$ cat src/rtl/servo_pkg.sv
// Constants, types and bus map of the capacitor servo controller.
package servo_pkg;

  localparam int unsigned CLK_HZ        = 40_000_000;
  localparam int unsigned RAMP_MS       = 220;
  localparam int unsigned RAMP_RESET_MS = 20;
  localparam int unsigned RAMP_CYCLES   = CLK_HZ / 1000 * RAMP_MS;
  localparam int unsigned RESET_CYCLES  = CLK_HZ / 1000 * RAMP_RESET_MS;

  localparam int unsigned POS_W     = 12;
  localparam int unsigned BCD_W     = 13;
  localparam logic [11:0] POS_LOW   = 12'h000;
  localparam logic [11:0] POS_HIGH  = 12'hCCD;
  localparam int unsigned ACC_W     = 24;
  localparam int unsigned FRAC_W    = 8;

  localparam logic [3:0]  ADDR_STEP_RATE = 4'h0;
  localparam logic [3:0]  ADDR_STATUS    = 4'h4;
  localparam logic [3:0]  ADDR_TARGET    = 4'h8;
  localparam logic [15:0] STEP_RATE_RST  = 16'h0080;

  typedef struct packed {
    logic        coincide;
    logic        end_stop;
    logic        initiating;
    logic        running;
    logic [11:0] position;
  } status_s;

  typedef struct packed {
    logic [3:0]  addr;
    logic [31:0] wdata;
    logic        wr;
    logic        rd;
  } bus_req_s;

endpackage : servo_pkg

$ cat src/rtl/servo_ctrl.sv
// Stepper servo controller for the vacuum tuning capacitor.
`timescale 1ns/1ps
module servo_ctrl #(
  parameter int unsigned RAMP_CYCLES  = servo_pkg::RAMP_CYCLES,
  parameter int unsigned RESET_CYCLES = servo_pkg::RESET_CYCLES
) (
  input  wire logic                 clk_i,
  input  wire logic                 rst_i,
  input  wire logic                 aux_supply_pending_input_i,
  input  wire logic                 run_inhibit_input_i,
  input  wire logic                 auto_manual_select_i,
  input  wire logic                 zero_position_sensor_i,
  input  wire logic                 start_button_i,
  input  wire logic [12:0]          panel_position_switches_i,
  input  wire logic [11:0]          freq_count_i,
  input  wire servo_pkg::bus_req_s  bus_i,
  output logic      [31:0]          rdata_o,
  output logic      [3:0]           phase_o,
  output logic                      high_supply_o,
  output logic                      end_stop_output_o,
  output logic                      end_stop_lamp_o,
  output logic                      error_output_o,
  output logic                      error_lamp_o
);

  // ****************************************************************
  // Functions
  // ****************************************************************

  // Converts a three-and-a-half digit BCD entry to binary.
  function automatic logic [11:0] bcd_to_bin(input logic [12:0] bcd);
    logic [11:0] th;
    logic [11:0] hu;
    logic [11:0] te;
    logic [11:0] un;
    th = {11'h000, bcd[12]};
    hu = {8'h00, bcd[11:8]};
    te = {8'h00, bcd[7:4]};
    un = {8'h00, bcd[3:0]};
    bcd_to_bin = 12'(th * 12'd1000 + hu * 12'd100 + te * 12'd10 + un);
  endfunction : bcd_to_bin

  // ****************************************************************
  // Input synchronisers
  // ****************************************************************

  logic [4:0]  sync1;
  logic [4:0]  sync2;
  logic [12:0] panel1;
  logic [12:0] panel2;
  logic [11:0] freq1;
  logic [11:0] freq2;

  always_ff @(posedge clk_i or posedge rst_i) begin
    if (rst_i) begin
      sync1  <= 5'h02;
      sync2  <= 5'h02;
      panel1 <= 13'h0000;
      panel2 <= 13'h0000;
      freq1  <= 12'h000;
      freq2  <= 12'h000;
    end else begin
      sync1  <= {start_button_i, zero_position_sensor_i,
                 auto_manual_select_i, aux_supply_pending_input_i,
                 run_inhibit_input_i};
      sync2  <= sync1;
      panel1 <= panel_position_switches_i;
      panel2 <= panel1;
      freq1  <= freq_count_i;
      freq2  <= freq1;
    end
  end

  logic run_inhibit;
  logic aux_pending;
  logic auto_mode;
  logic zero_sense;
  logic start_btn;

  assign run_inhibit = sync2[0];
  assign aux_pending = sync2[1];
  assign auto_mode   = sync2[2];
  assign zero_sense  = sync2[3];
  assign start_btn   = sync2[4];

  logic zero_prev;

  always_ff @(posedge clk_i or posedge rst_i) begin
    if (rst_i) begin
      zero_prev <= 1'b0;
    end else begin
      zero_prev <= zero_sense;
    end
  end

  logic zero_rise;
  assign zero_rise = zero_sense & ~zero_prev;

  // ****************************************************************
  // Target selection and comparison
  // ****************************************************************

  logic [11:0] position;
  logic [11:0] target;
  logic        initiating;
  logic        zero_found;

  assign target = auto_mode ? freq2
                            : bcd_to_bin(panel2);

  logic dir_up;
  logic coincide;
  logic at_low;
  logic at_high;
  logic limit_stop;

  // The initiation latch overrides the comparator and both end stops.
  assign dir_up     = ~initiating & (target > position);
  assign coincide   = zero_found & ~initiating
                      & (target == position);
  assign at_low     = ~initiating & (position == servo_pkg::POS_LOW);
  assign at_high    = ~initiating & (position == servo_pkg::POS_HIGH);
  assign limit_stop = (at_low & ~dir_up)
                      | (at_high & dir_up);

  // ****************************************************************
  // Initiation latch
  // ****************************************************************

  always_ff @(posedge clk_i or posedge rst_i) begin
    if (rst_i) begin
      initiating <= 1'b1;
      zero_found <= 1'b0;
    end else if (aux_pending) begin
      initiating <= 1'b1;
    end else if (initiating && zero_sense) begin
      initiating <= 1'b0;
      zero_found <= 1'b1;
    end
  end

  // ****************************************************************
  // Speed ramp
  // ****************************************************************

  logic        running;
  logic        next_running;
  logic        ramp_ready;
  logic [23:0] reset_cnt;
  logic [23:0] ramp_cnt;
  logic [7:0]  frac;

  // Ramp must fully reset before a stopped motor may start again.
  always_ff @(posedge clk_i or posedge rst_i) begin
    if (rst_i) begin
      ramp_ready <= 1'b0;
      reset_cnt  <= 24'h000000;
    end else if (zero_rise) begin
      ramp_ready <= 1'b0;
      reset_cnt  <= 24'h000000;
    end else if (running && !next_running) begin
      ramp_ready <= 1'b0;
      reset_cnt  <= 24'h000000;
    end else if (!running && !ramp_ready) begin
      if (reset_cnt >= 24'(RESET_CYCLES - 1)) begin
        ramp_ready <= 1'b1;
      end else begin
        reset_cnt <= reset_cnt + 24'h000001;
      end
    end else if (!running && ramp_ready) begin
      reset_cnt <= 24'h000000;
    end
  end

  localparam int unsigned FRAC_STEP = RAMP_CYCLES / 256;

  always_ff @(posedge clk_i or posedge rst_i) begin
    if (rst_i) begin
      ramp_cnt <= 24'h000000;
      frac     <= 8'h00;
    end else if (!running) begin
      ramp_cnt <= 24'h000000;
      frac     <= 8'h00;
    end else if (frac != 8'hFF) begin
      if (ramp_cnt >= 24'(FRAC_STEP - 1)) begin
        ramp_cnt <= 24'h000000;
        frac     <= frac + 8'h01;
      end else begin
        ramp_cnt <= ramp_cnt + 24'h000001;
      end
    end
  end

  logic [15:0] step_rate;
  logic [23:0] acc;
  logic [24:0] acc_sum;
  logic [23:0] inc;
  logic        step;

  // Rate grows linearly from the base rate to just under twice it, as frac stops at 8'hFF.
  assign inc     = {8'h00, step_rate}
                   + 24'(({8'h00, step_rate} * {16'h0000, frac}) >> 8);
  assign acc_sum = {1'b0, acc} + {1'b0, inc};
  assign step    = running & acc_sum[24];

  always_ff @(posedge clk_i or posedge rst_i) begin
    if (rst_i) begin
      acc <= 24'h000000;
    end else if (!running) begin
      acc <= 24'h000000;
    end else begin
      acc <= acc_sum[23:0];
    end
  end

  // ****************************************************************
  // Run gating
  // ****************************************************************

  logic zero_start;
  logic run_req;

  // Zero detection arms a restart that fires once the ramp is reset.
  always_ff @(posedge clk_i or posedge rst_i) begin
    if (rst_i) begin
      zero_start <= 1'b0;
    end else if (zero_rise) begin
      zero_start <= 1'b1;
    end else if ((running && ramp_ready) || coincide) begin
      zero_start <= 1'b0;
    end
  end

  always_comb begin
    run_req = initiating
              | (~coincide & ~limit_stop
                 & (zero_start
                    | (~auto_mode & start_btn)
                    | (auto_mode & (target != position))
                    | running));
    next_running = run_req & ~run_inhibit & ~aux_pending
                   & ramp_ready;
  end

  always_ff @(posedge clk_i or posedge rst_i) begin
    if (rst_i) begin
      running <= 1'b0;
    end else begin
      running <= next_running;
    end
  end

  // ****************************************************************
  // Position counter and phase generator
  // ****************************************************************

  always_ff @(posedge clk_i or posedge rst_i) begin
    if (rst_i) begin
      position <= 12'h000;
    end else if (initiating && zero_sense) begin
      position <= 12'h000;
    end else if (step && !initiating) begin
      position <= dir_up ? position + 12'h001
                         : position - 12'h001;
    end
  end

  logic q_a;
  logic q_b;

  // Gray sequence: up walks 00-01-11-10, down walks it backwards.
  always_ff @(posedge clk_i or posedge rst_i) begin
    if (rst_i) begin
      q_a <= 1'b0;
      q_b <= 1'b0;
    end else if (step) begin
      q_a <= dir_up ? q_b : ~q_b;
      q_b <= dir_up ? ~q_a : q_a;
    end
  end

  always_ff @(posedge clk_i or posedge rst_i) begin
    if (rst_i) begin
      phase_o <= 4'h0;
    end else begin
      phase_o <= {q_a & ~q_b, q_a & q_b,
                  ~q_a & q_b, ~q_a & ~q_b};
    end
  end

  // ****************************************************************
  // Indicators and supply select
  // ****************************************************************

  always_ff @(posedge clk_i or posedge rst_i) begin
    if (rst_i) begin
      high_supply_o     <= 1'b0;
      end_stop_output_o <= 1'b0;
      end_stop_lamp_o   <= 1'b0;
      error_output_o    <= 1'b0;
      error_lamp_o      <= 1'b0;
    end else begin
      high_supply_o     <= next_running;
      end_stop_output_o <= at_low | at_high;
      end_stop_lamp_o   <= at_low | at_high;
      error_output_o    <= ~coincide & zero_found;
      error_lamp_o      <= ~coincide & zero_found;
    end
  end

  // ****************************************************************
  // Register port
  // ****************************************************************

  servo_pkg::status_s status;

  assign status = '{coincide:   coincide,
                    end_stop:   at_low | at_high,
                    initiating: initiating,
                    running:    running,
                    position:   position};

  always_ff @(posedge clk_i or posedge rst_i) begin
    if (rst_i) begin
      step_rate <= servo_pkg::STEP_RATE_RST;
    end else if (bus_i.wr && bus_i.addr == servo_pkg::ADDR_STEP_RATE) begin
      step_rate <= bus_i.wdata[15:0];
    end
  end

  always_ff @(posedge clk_i or posedge rst_i) begin
    if (rst_i) begin
      rdata_o <= 32'h00000000;
    end else if (bus_i.rd) begin
      unique case (bus_i.addr)
        servo_pkg::ADDR_STEP_RATE: rdata_o <= {16'h0000, step_rate};
        servo_pkg::ADDR_STATUS:    rdata_o <= {16'h0000, status};
        servo_pkg::ADDR_TARGET:    rdata_o <= {20'h00000, target};
        default:                   rdata_o <= 32'h00000000;
      endcase
    end else begin
      rdata_o <= 32'h00000000;
    end
  end

endmodule : servo_ctrl

$ cat config.mk
export PLATFORM = sky130hd
export DESIGN_NAME = servo_ctrl
export DESIGN_NICKNAME = d
export VERILOG_FILES = /design/src/rtl/servo_pkg.sv /design/src/rtl/servo_ctrl.sv
export SDC_FILE = /design/constraint.sdc
export NUM_CORES = 1
export LEC_CHECK = 0
export BUFFER_PORTS_ARGS = -buffer_cell sky130_fd_sc_hd__clkbuf_2
export CORE_MARGIN = 2
export CORE_UTILIZATION = 36
export DETAILED_ROUTE_END_ITERATION = 10
export PLACE_DENSITY = 0.5
export RECOVER_POWER = 50
export SYNTH_ARGS = -nofsm -noshare
export SYNTH_HDL_FRONTEND = slang
export SYNTH_SLANG_ARGS = --single-unit
$ cat constraint.sdc
create_clock -name clk_i -period 8.7 [get_ports clk_i]
set_input_delay 1.305 -clock clk_i [delete_from_list [all_inputs] [get_ports clk_i]]
set_output_delay 1.305 -clock clk_i [all_outputs]
set_load 0.02 [all_outputs]
## Yosys cells after proc, flatten, opt, wreduce, memory -nomap -nowiden

Index checks and enable logic that the tools add are counted.

- Equal/unequal tests: 9
- Add/sub/neg operators: 10
- Magnitude comparators: 3
- Muxes and demuxes: 28
- Bitwise logic cells: 37
- $mul: 4
- Reduce and logical (&&, ||, !) cells: 24

Operators by type and width:

| cell | number |
|---|---|
| $mux W24 | 9 |
| $add A24 B1 Y24 const B | 2 |
| $mux W12 | 4 |
| $pmux W16 S3 | 1 |
| $mux W32 | 1 |
| $add A24 B17 Y25 | 1 |
| $ge A24 B16 Y1 const B | 1 |
| $ge A24 B20 Y1 const B | 1 |
| $mul A16 B8 Y24 | 1 |
| $mux W8 | 3 |
| $and A1 B1 Y1 | 21 |
| $add A16 B16 Y17 | 1 |
| $add A11 B11 Y12 | 1 |
| $add A12 B1 Y12 const B | 1 |
| $add A12 B4 Y12 | 1 |
| $add A12 B8 Y12 | 1 |
| $eq A12 B12 Y1 | 1 |
| $eq A12 B12 Y1 const B | 1 |
| $gt A12 B12 Y1 | 1 |
| $logic_not A12 Y1 | 1 |
| $ne A12 B12 Y1 | 1 |
| $sub A12 B1 Y12 const B | 1 |
| $mux W1 | 10 |
| $not A1 Y1 | 10 |
| 18 further kinds | 39 |

- Bits in registers: 214
- Bits of input ports: 70
- Word-level logic and storage cells: 139

## Logic depth before layout (Yosys ltp)

Gate-level depths: netlist of the first run.

- Depth in word-level cells: 21
- Depth in mapped cells: 32
- Mapped depth without buffers: 31

## Worst setup path before layout of the first run

Ideal clock, no wire load.

- Path kind: reg2reg
- From: reg frac[7]
- To: reg acc[21]
- Arrival time: 7.083 ns
- Buffers on the path: 2
- Clock period less this slack: 7.215 ns
- Cell stages (with the launch flop): 31
- Required time: 8.568 ns
- Slack: 1.485 ns
- Cell sequence: dfrtp_1 -> clkbuf_1 -> clkbuf_1 -> nand2_1 -> fa_1 -> fa_1 -> inv_1 -> fa_1 -> inv_1 -> fa_1 -> inv_1 -> ha_1 -> a2111oi_0 -> o21ai_1 -> o21ai_0 -> nor2_1 -> o21a_1 -> or2_2 -> fa_1 -> inv_1 -> ha_1 -> fa_1 -> a21o_1 -> a21oi_2 -> o21ai_0 -> a211oi_1 -> a211oi_1 -> o32ai_2 -> nor2b_1 -> xnor2_1 -> nor2_1

- Word-level cells in the longest chain between the ends: 4

Ends and longest elaborated chain:

| what | RTL line | RTL |
|---|---|---|
| start: declaration | servo_ctrl.sv:151 | `logic [7:0] frac;` |
| start signal: assignment | servo_ctrl.sv:187 | `frac <= frac + 8'h01;` |
| $mul A16 B8 Y24 | servo_ctrl.sv:202 | `+ 24'(({8'h00, step_rate} * {16'h0000, frac}) >> 8);` |
| $add A16 B16 Y17 | servo_ctrl.sv:202 |  |
| $add A24 B17 Y25 | servo_ctrl.sv:203 | `assign acc_sum = {1'b0, acc} + {1'b0, inc};` |
| $mux W24 | servo_ctrl.sv:209 | `end else if (!running) begin` |
| end signal: assignment | servo_ctrl.sv:212 | `acc <= acc_sum[23:0];` |
| end: declaration | servo_ctrl.sv:195 | `logic [23:0] acc;` |

Every way passes these cells.
A chain may end at the register's enable or synchronous reset.

## Final worst setup path of the first run

- From: reg frac[6]
- To: reg position[11]

- Word-level cells in the longest chain between the ends: 6

Ends and longest elaborated chain:

| what | RTL line | RTL |
|---|---|---|
| $mul A16 B8 Y24 | servo_ctrl.sv:202 |  |
| $add A16 B16 Y17 | servo_ctrl.sv:202 |  |
| $add A24 B17 Y25 | servo_ctrl.sv:203 |  |
| $and A1 B1 Y1 | servo_ctrl.sv:204 | `assign step = running & acc_sum[24];` |
| $logic_and A1 B1 Y1 | servo_ctrl.sv:262 | `end else if (step && !initiating) begin` |
| $reduce_bool A2 Y1 (no line) | - |  |
| end signal: assignment | servo_ctrl.sv:263 | `position <= dir_up ? position + 12'h001` |
| end: declaration | servo_ctrl.sv:103 | `logic [11:0] position;` |

Every way passes these cells.

==> run metrics, run 1 <==
drt first pass iters=7; Max-Cap Viols=1; area grow syn2layout=10.4%; Crit-path slowest cell=dfrtp_1; Hold WC Path Type=flip-flop to flip-flop; # hold bufs at CTS=0; Initial Util=0.367; Achievable Freq=124 MHz; Hold Vio Cnt, Final=0; count leader, synth=dfrtp_1; CP max FO=24; CP Class=flip-flop to flip-flop; num ports=111; gr usage total=0.168; Clock Path Buffers=2; TritonCTS Buffers=17; DP HPWL=24300 um; clk sinks=198; post-synth top area share=0.341; worst reg-to-reg setup slack=660 ps; root buf cell=clkbuf_16; layout net count=1773; Clk pin slew, worst setup/hold paths=80 ps; Leak=7.68 nW; Worst Path Arrival=8390 ps; share of cells above drive strength 1=0.110; Via-to-Cell Ratio=4.93; fin crit share=0.924; initial antenna violation count=1; Synth area leader=dfrtp_1; Seq cells post-synth=198; CORE AREA=38800 um^2; initial DRC count=467; Critical Path Source Type=flip-flop; total number of vias=9898; Post-synth top cells=dfrtp_1, inv_1, ha_1, fa_1, nand2_1; synthesized area per cell=10.1 um^2; PnR worst setup slack=664 ps; Primary FF master, synth=dfrtp_1; routability-driven placement congestion ratio=0.793; Syn. warnings=0; share of flip-flops with an asynchronous set or reset=1.00; die area=41200 um^2; pre-CTS WS=644 ps; Synth cell types=78; outcome=finished with violations; design area=15700 um^2; Clock Skews=11.9 ps; grt ovf=0; unrepaired setup endpoints after global routing=false; Site Rows=72; dpl cell area=15100 um^2; Peak VDD IR=182 uV; total chip power=0.00233 W; top cells by area, synth=dfrtp_1, fa_1, ha_1; final WL=32600 um; PostCTS Resize Cnt=0; first-pass GRT wire length=53900 um; antenna-violating nets left=0; min cycle time layout=8040 ps; relative slew slack=-2.97; CTS tree=built; CP Cell Sequence=and2_1 > fa_1 > fa_1 > fa_1 > inv_1 > fa_1 > inv_1 > ha_1 > a21o_1 > a2111oi_0 > a21oi_1 > a41oi_2 > o22ai_1 > or3_1 > nand2_1 > xnor2_1 > fa_1 > ha_1 > nand3_1 > o21ai_0 > a211o_1 > nand2_2 > or3_1 > a31o_2; Die Height=203 um; Post-Syn Area=14200 um^2; Max Slew Vio Count=135; failing checks=capacitance limit, slew limit; fillers=3824; Post-synth EDFFs=0; final setup TNS=0 ps; Critical Path RT=9060 ps; CP endpoint kind=flip-flop; Layout Utilization=0.405; DR WL/cell=16.2 um; vias in the first global route=10.2k; Chip Width=203 um; ANT cells=0; largest net degree at the start of global routing=135; sequential area share after synthesis=0.348; most used cell, CP=fa_1; H-tree depth=4; Syn Inst Count=1416; Finish-stage setup viols=0; worst-margin pin slew=5920 ps; Remaining DRCs=0; clk_lat worst skew=460 ps; PortBufs=78; CP peak stage delay=800 ps; pwr dens=148 nW/um^2; Post-CTS Setup Bufs=0
-- report_power, final --
part | switching [W] | internal (W) | leakage [nW]
Clock | 0.000403 | 0.000439 | 0.301
Combinational | 0.000247 | 0.000182 | 4.81
Sequential | 0.0000945 | 0.000962 | 2.56
-- per-layer routing --
metal | global-route usage | vias to the layer above | wire length [um] | share of wire
met5 | 0 | - | 0 | 0
met4 | 0.0613 | 0 | 889 | 0.027
met3 | 0.0242 | 41 | 703 | 0.022
met2 | 0.284 | 108 | 16000 | 0.49
met1 | 0.218 | 4953 | 14900 | 0.46
li1 | - | 4796 | - | -
-- registers in the layout, indices dropped and copies added, names as in the netlist, 4 cells and up --
register / cells
panel2: 13
freq1: 12
rdata_o: 16
acc: 24
sync1: 5
position: 12
sync2: 5
panel1: 13
frac: 8
freq2: 12
ramp_cnt: 24
step_rate: 16
reset_cnt: 24
phase_o: 4
-- stage by stage --
step / hold slack (ps) / cells
after floorplan: 331 / 1431
after global placement: 334 / 1976
after detailed placement: 335 / 1976
after CTS: 352 / 2008
after global routing: 357 / 2008
final: 351 / 2008
-- path summary, 6_finish.rpt --
check / start / endpoint / cells after the start
max in group asynchronous: rst_i / ramp_ready / 3
worst max register to register: frac[6] / position[11] / 24
worst min-delay path: sync1[4] / sync2[4] / 0
min in group asynchronous: rst_i / panel1[0] / 2
worst max-delay path: frac[6] / position[11] / 24
worst min register to register: sync1[4] / sync2[4] / 0
-- kinds of logic (layout without fill, tap and decap cells) --
family	count (synthesis)	in the layout	synth area share
flip-flops	198	198	0.348
multiplexers	25	25	0.0195
other	1	16	0.000263
XOR/XNOR	69	69	0.0424
adder cells (fa/ha/maj)	226	226	0.257
AND/OR/NAND/NOR	436	436	0.154
AO/OA/AOI/OAI	237	237	0.113
buffers and inverters	224	283	0.0661
-- area by class of cell --
class	instances	area [um^2]	share of cell area
clock inverters	14	186	0.0119
repair buffers	92	482	0.0306
flip-flops and latches	198	4960	0.315
clock buffers	18	429	0.0273
inverters	159	598	0.0380
well taps	518	648	0.0412
multi-input cells	1009	8420	0.535
-- cell usage in the layout, fill, tap and decap left out, types with 4 or more instances in the layout --
master | Yosys | final
a31oi_1 | 15 | 15
nor4_1 | 7 | 7
o31ai_1 | 4 | 4
a222oi_1 | 4 | 4
xnor2_1 | 37 | 37
dfrtp_1 | 194 | 194
nand3_1 | 35 | 35
and4_1 | 4 | 4
or3_1 | 9 | 9
nor3_1 | 17 | 17
xor2_1 | 32 | 32
nor2b_1 | 12 | 12
buf_4 | 19 | 14
o21ai_0 | 57 | 57
nand4_1 | 14 | 14
a21oi_1 | 59 | 59
nor2_1 | 101 | 101
inv_6 | 0 | 7
nor3b_1 | 4 | 4
clkbuf_1 | 40 | 12
a211oi_1 | 5 | 5
inv_1 | 159 | 158
o21a_1 | 12 | 12
a22oi_1 | 11 | 11
ha_1 | 116 | 116
and3_1 | 11 | 11
a21o_1 | 26 | 26
clkbuf_2 | 0 | 67
fa_1 | 110 | 110
o21bai_1 | 7 | 7
conb_1 | 1 | 16
nand2b_1 | 11 | 11
and2_1 | 88 | 87
mux2_2 | 22 | 22
clkbuf_16 | 0 | 17
or2_2 | 4 | 4
nand2_1 | 105 | 105
-- worst max-delay path: cells and delay by family (launching register included) --
| kind | cells | cell delay [ps] |
|---|---|---|
| AOI/OAI and AO/OA | 8 | 2040 |
| xor gates and xnor gates | 1 | 130 |
| adders and majority gates | 7 | 3230 |
| buffers and inverters | 2 | 100 |
| DFF | 1 | 800 |
| and+or+nand+nor | 6 | 1590 |
Note: power is estimated with default switching activity, not from simulation.
==> run 2, diff against run 1 <==
==> constraint.sdc (replaced) <==
create_clock -name clk_i -period 8.7 [get_ports clk_i]
set_input_delay 0.435 -clock clk_i [delete_from_list [all_inputs] [get_ports clk_i]]
set_output_delay 0.435 -clock clk_i [all_outputs]
set_load 0.02 [all_outputs]
==> run 2 against run 1 <==
  * The run still ends with capacitance limit, slew limit left
  * Critical path depth did not move
  * Clock power rose by 2%
  * Clock-buffer cell count fell by 1
  * Routed wire length fell by 0.31%
  * Design area rose by 0.13%
  * Power rose by 0.74%
  * Sequential share of layout area barely moved
  * Setup slack improved by 35 ps
  * Critical endpoint unchanged
==> run metrics, run 2 (synthesis results as in run 1) <==
dpl cell area=15100 um^2 (about the same); Hold WC Path Type=primary input to flip-flop (was flip-flop to flip-flop); total number of vias=9815 (was 9898); TritonCTS Buffers=17 (unchanged); Clock power frac=0.366 (was 0.362); clk sinks=198 (unchanged); PostCTS Resize Cnt=0 (unchanged); failing checks=capacitance limit, slew limit (unchanged); initial DRC count=455 (was 467); num ports=111 (unchanged); antenna-violating nets left=0 (unchanged); Max Slew Vio Count=125 (was 135); outcome=finished with violations (unchanged); Clock Path Buffers=2 (unchanged); final WL=32500 um (was 32600 um); Initial Util=0.367 (unchanged); min cycle time layout=8000 ps (was 8040 ps); Via-to-Cell Ratio=4.89 (was 4.93); fin crit share=0.920 (was 0.924); initial antenna violation count=1 (unchanged); worst-margin pin slew=5390 ps (was 5920 ps); ANT cells=0 (unchanged); layout net count=1774 (was 1773); H-tree depth=4 (unchanged); DR WL/cell=16.2 um (about the same); DP HPWL=24300 um (about the same); CP endpoint kind=flip-flop (unchanged); Leak=7.66 nW (was 7.68 nW); final setup TNS=0 ps (unchanged); CP Class=flip-flop to flip-flop (unchanged); Reg power frac=0.451 (was 0.454); vias in the first global route=10.2k (about the same); area grow syn2layout=10.5% (was 10.4%); drt first pass iters=5 (was 7); Critical Path RT=9060 ps (about the same); commonest non-fill, non-tap cell in the layout=dfrtp_1 (unchanged); relative slew slack=-2.62 (was -2.97); Die Height=203 um (unchanged); Final Instance Count excl. Fillers=2009 (was 2008); Peak VDD IR=140 uV (was 182 uV); grt ovf=0 (unchanged); root buf cell=clkbuf_16 (unchanged); gr usage total=0.169 (was 0.168); CTS tree=built (unchanged); pwr dens=149 nW/um^2 (was 148 nW/um^2); Post-CTS Setup Bufs=0 (unchanged); Finish-stage setup viols=0 (unchanged); internal power=0.00157 W (was 0.00158 W); Remaining DRCs=0 (unchanged); Largest regs=acc x24, ramp_cnt x24, reset_cnt x24 (unchanged); PnR worst setup slack=699 ps (was 664 ps); unrepaired setup endpoints after global routing=false (unchanged); most frequent cells in the layout=dfrtp_1, inv_1, ha_1, fa_1, nand2_1 (unchanged); Clk pin slew, worst setup/hold paths=90 ps (was 80 ps); Max-Cap Viols=1 (unchanged); Clock Skews=13.8 ps (was 11.9 ps); Site Rows=72 (unchanged); routability-driven placement congestion ratio=0.781 (was 0.793); design area=15700 um^2 (about the same); Hold Vio Cnt, Final=0 (unchanged); largest net degree at the start of global routing=125 (was 135); fillers=3812 (was 3824); pre-CTS WS=660 ps (was 644 ps); Critical Path Source Type=flip-flop (unchanged); clk_lat worst skew=460 ps (about the same); CP max FO=24 (unchanged); Combinational Power Share=0.183 (was 0.184); Net Sw Power=0.000774 W (was 0.000744 W); PortBufs=78 (unchanged); CORE AREA=38800 um^2 (unchanged); # hold bufs at CTS=0 (unchanged); Worst Path Arrival=8360 ps (was 8390 ps); Chip Width=203 um (unchanged); Achievable Freq=125 MHz (was 124 MHz); first-pass GRT wire length=54500 um (was 53900 um); share of cells above drive strength 1=0.104 (was 0.110); die area=41200 um^2 (unchanged); total chip power=0.00234 W (was 0.00233 W); Sw Share=0.330 (was 0.320); placed cells=1977 (was 1976)
==> run 2: changes by cell type in the layout (fill, tap and decap cells not counted) <==
cell / before / now
clkbuf_1: 12 / 22
buf_4: 14 / 15
inv_12: 0 / 2
and2_0: 1 / 0
clkinv_2: 1 / 0
clkinv_8: 3 / 5
clkbuf_2: 67 / 56
inv_8: 1 / 5
bufinv_16: 2 / 1
and2_1: 87 / 88
inv_6: 7 / 2
==> run 2: worst max-delay path, cell delays in order (launching register included) <==
cell and delay [ps]:
dfrtp_1 780, and2_1 240, fa_1 460, fa_1 530
fa_1 550, inv_1 60, fa_1 540, inv_1 40
ha_1 320, a21o_1 170, a2111oi_0 370, a21oi_1 210
a41oi_2 350, o22ai_1 170, or3_1 350, nand2_1 90
xnor2_1 130, fa_1 440, ha_1 400, nand3_1 120
o21ai_0 250, a211o_1 180, nand2_2 90, or3_1 690
a31o_2 360
==> run 2: power by group through the flow <==
| stage | Sequential [W] | Clock [W] | Combinational, W |
|---|---|---|---|
| finish | 0.00106 | 0.000858 | 0.000428 |
| global route | 0.00107 | 0.000929 | 0.000496 |
| CTS | 0.00106 | 0.000896 | 0.000439 |
| detailed placement | 0.00108 | 0 | 0.000435 |
| global placement | 0.00108 | 0 | 0.000428 |
| floorplan | 0.00102 | 0 | 0.000342 |
==> run 2: area by class of cell <==
| cell class | instances | area, um^2 | area share |
|---|---|---|---|
| Tap cell | 518 | 648 | 0.0412 |
| Timing Repair Buffer | 93 | 475 | 0.0302 |
| Sequential cell | 198 | 4960 | 0.315 |
| Clock buffer | 17 | 425 | 0.0270 |
| Inverter | 159 | 598 | 0.0380 |
| Clock inverter | 15 | 218 | 0.0138 |
| Multi-Input combinational cell | 1009 | 8420 | 0.535 |
==> run 2: per-layer routing <==
metal | wire (um) | vias to the layer above | GRT usage
li1 | - | 4801 | -
met1 | 15100 | 4883 | 0.224
met2 | 16000 | 109 | 0.289
met3 | 619 | 22 | 0.0218
met4 | 677 | 0 | 0.0553
met5 | 0 | - | 0
==> run 2: path summary, 6_finish.rpt <==
path	startpoint	end	slack (ps)	depth (start not counted)
worst max-delay path	frac[6]	position[11]	700	24
worst min-delay path	aux_supply_pending_input_i	sync1[1]	60	1
worst max register to register	frac[6]	position[11]	700	24
worst min register to register	freq1[7]	freq2[7]	350	0
max in group asynchronous	rst_i	position[9]	4400	3
min in group asynchronous	rst_i	ramp_cnt[22]	1640	2
==> run 2: per-stage QoR <==
step	hold WS, ps	util
after global placement	335	0.390
final	58.1	0.405
after floorplan	331	-
after CTS	30.0	0.406
after detailed placement	335	0.390
after global routing	20.6	0.405
==> run 3, diff against run 2 <==
--- a/config.mk
+++ b/config.mk
@@ -16 +16,2 @@
 export SYNTH_SLANG_ARGS = --single-unit
+export TNS_END_PERCENT = 50
==> constraint.sdc (replaced) <==
create_clock -name clk_i -period 9.8 [get_ports clk_i]
set_input_delay 0.49 -clock clk_i [delete_from_list [all_inputs] [get_ports clk_i]]
set_output_delay 0.49 -clock clk_i [all_outputs]
set_load 0.005 [all_outputs]
==> run 3 against run 2 <==
  * The run still ends with capacitance limit, slew limit left
  * Clock skew down 1.8 ps
  * Via count is 0.20% higher
  * Largest power group unchanged
  * Critical endpoint unchanged
  * Maximum frequency decreased by 1.1%
  * Largest cell class unchanged
  * Hold slack better by 69 ps
==> run metrics, run 3 (synthesis results as in run 1) <==
clk sinks=198 (unchanged); Remaining DRCs=0 (unchanged); Clk pin slew, worst setup/hold paths=80 ps (was 90 ps); fin crit share=0.826 (was 0.920); vias in the first global route=10.4k (was 10.2k); final setup TNS=0 ps (unchanged); Crit-path slowest cell=dfrtp_1 (unchanged); die area=41200 um^2 (unchanged); initial DRC count=464 (was 455); commonest non-fill, non-tap cell in the layout=dfrtp_1 (unchanged); fillers=3815 (was 3812); Final Instance Count excl. Fillers=2000 (was 2009); TritonCTS Buffers=17 (unchanged); drt first pass iters=5 (unchanged); Die Height=203 um (unchanged); CTS tree=built (unchanged); Leak=7.65 nW (was 7.66 nW); min cycle time layout=8090 ps (was 8000 ps); most frequent cells in the layout=dfrtp_1, inv_1, ha_1, fa_1, nand2_1 (unchanged); CP Class=flip-flop to flip-flop (unchanged); PortBufs=78 (unchanged); Hold WC Path Type=primary input to flip-flop (unchanged); initial antenna violation count=1 (unchanged); total number of vias=9835 (was 9815); outcome=finished with violations (unchanged); final WL=32300 um (was 32500 um); ANT cells=0 (unchanged); # hold bufs at CTS=0 (unchanged); Max Slew Vio Count=148 (was 125); Chip Width=203 um (unchanged); Hold Vio Cnt, Final=0 (unchanged); Buf+Inv Stages, Crit Path=2 (unchanged); Finish-stage setup viols=0 (unchanged); failing checks=capacitance limit, slew limit (unchanged); DP HPWL=23900 um (was 24300 um); Largest regs=acc x24, ramp_cnt x24, reset_cnt x24 (unchanged); layout net count=1765 (was 1774); first-pass GRT wire length=54600 um (was 54500 um); antenna-violating nets left=0 (unchanged); Clock Path Buffers=2 (unchanged); Critical Path Source Type=flip-flop (unchanged); clk_lat worst skew=450 ps (was 460 ps); grt ovf=0 (unchanged); Via-to-Cell Ratio=4.92 (was 4.89); Clock Skews=12.0 ps (was 13.8 ps); Worst Path Arrival=8440 ps (was 8360 ps); Achievable Freq=124 MHz (was 125 MHz); largest net degree at the start of global routing=148 (was 125); pwr dens=129 nW/um^2 (was 149 nW/um^2); worst reg-to-reg setup slack=1710 ps (was 700 ps); Post-CTS Setup Bufs=0 (unchanged); CP peak stage delay=900 ps (was 780 ps); routability-driven placement congestion ratio=0.790 (was 0.781); Initial Util=0.367 (unchanged); Peak VDD IR=177 uV (was 140 uV); cell family with most CP delay=adder cells (unchanged); DR WL/cell=16.1 um (was 16.2 um); most used cell, CP=fa_1 (unchanged); relative slew slack=-3.40 (was -2.62); Critical Path RT=10150 ps (was 9060 ps); CP endpoint kind=flip-flop (unchanged); hold slack=127 ps (was 58.1 ps); num ports=111 (unchanged); CP max FO=24 (unchanged); unrepaired setup endpoints after global routing=false (unchanged); Max-Cap Viols=1 (unchanged); CORE AREA=38800 um^2 (unchanged); share of cells above drive strength 1=0.112 (was 0.104); placed cells=1968 (was 1977); worst-margin pin slew=6560 ps (was 5390 ps); PostCTS Resize Cnt=0 (unchanged); Site Rows=72 (unchanged); CP Cell Sequence=and2_1 > fa_1 > fa_1 > fa_1 > inv_1 > fa_1 > inv_1 > ha_1 > a21o_1 > a2111oi_0 > a21oi_1 > a41oi_2 > o22ai_1 > or3_1 > nand2_1 > xnor2_1 > fa_1 > ha_1 > nand3_1 > o21ai_0 > a211o_1 > nand2_2 > or3_1 > a31o_2 (unchanged); root buf cell=clkbuf_16 (unchanged); gr usage total=0.169 (about the same); H-tree depth=4 (unchanged); area grow syn2layout=9.83% (was 10.5%)
run 3: worst paths after layout:
path,startpoint,endpoint,cells past startpoint
max,frac[3],position[11],24
min,aux_supply_pending_input_i,sync1[1],1
max reg2reg,frac[3],position[11],24
min reg2reg,panel1[0],panel2[0],0
max in group asynchronous,rst_i,acc[8],2
min in group asynchronous,rst_i,freq2[11],2
run 3: worst register-to-register path, stage by stage, from the launching register on:
cell and delay (ps):
dfrtp_1 900, and2_1 260, fa_1 430, fa_1 480, fa_1 560, inv_1 60
fa_1 530, inv_1 40, ha_1 330, a21o_1 170, a2111oi_0 390, a21oi_1 220
a41oi_2 340, o22ai_1 180, or3_1 370, nand2_1 90, xnor2_1 130, fa_1 440
ha_1 390, nand3_1 120, o21ai_0 240, a211o_1 170, nand2_2 100, or3_1 690
a31o_2 370
run 3: power breakdown:
group          switching, W  internal [W]  leakage (nW)  total, W
registers         0.0000913      0.000854          2.56  0.000945
clock network      0.000362      0.000342         0.285  0.000704
logic              0.000204      0.000158          4.80  0.000362
total              0.000657       0.00135          7.65   0.00201
run 3: metal layers:
metal,up-vias,track usage,part of all wire
li1,4783,-,-
met1,4882,0.219,0.45
met2,134,0.286,0.49
met3,36,0.0279,0.029
met4,0,0.0532,0.025
met5,-,0,0
run 3: layout make-up:
type	instances	area (um^2)	share of cell area
flip-flops and latches	198	4960	0.317
inverters	159	598	0.0382
multi-input cells	1009	8420	0.538
well taps	518	648	0.0414
repair buffers	84	433	0.0277
clock inverters	15	159	0.0102
clock buffers	17	425	0.0272
run 3: metrics by stage:
step | setup slack (ps) | total power, W | cell area, um^2 | utilization
6_report | 1710 | 0.00201 | 15600 | 0.403
5_1_grt | 978 | 0.00214 | 15600 | 0.403
3_3_place_gp | 1760 | 0.00133 | 15100 | 0.388
2_1_floorplan | 2580 | 0.00120 | 14300 | -
3_5_place_dp | 1680 | 0.00133 | 15100 | 0.388
4_1_cts | 1650 | 0.00205 | 15700 | 0.403
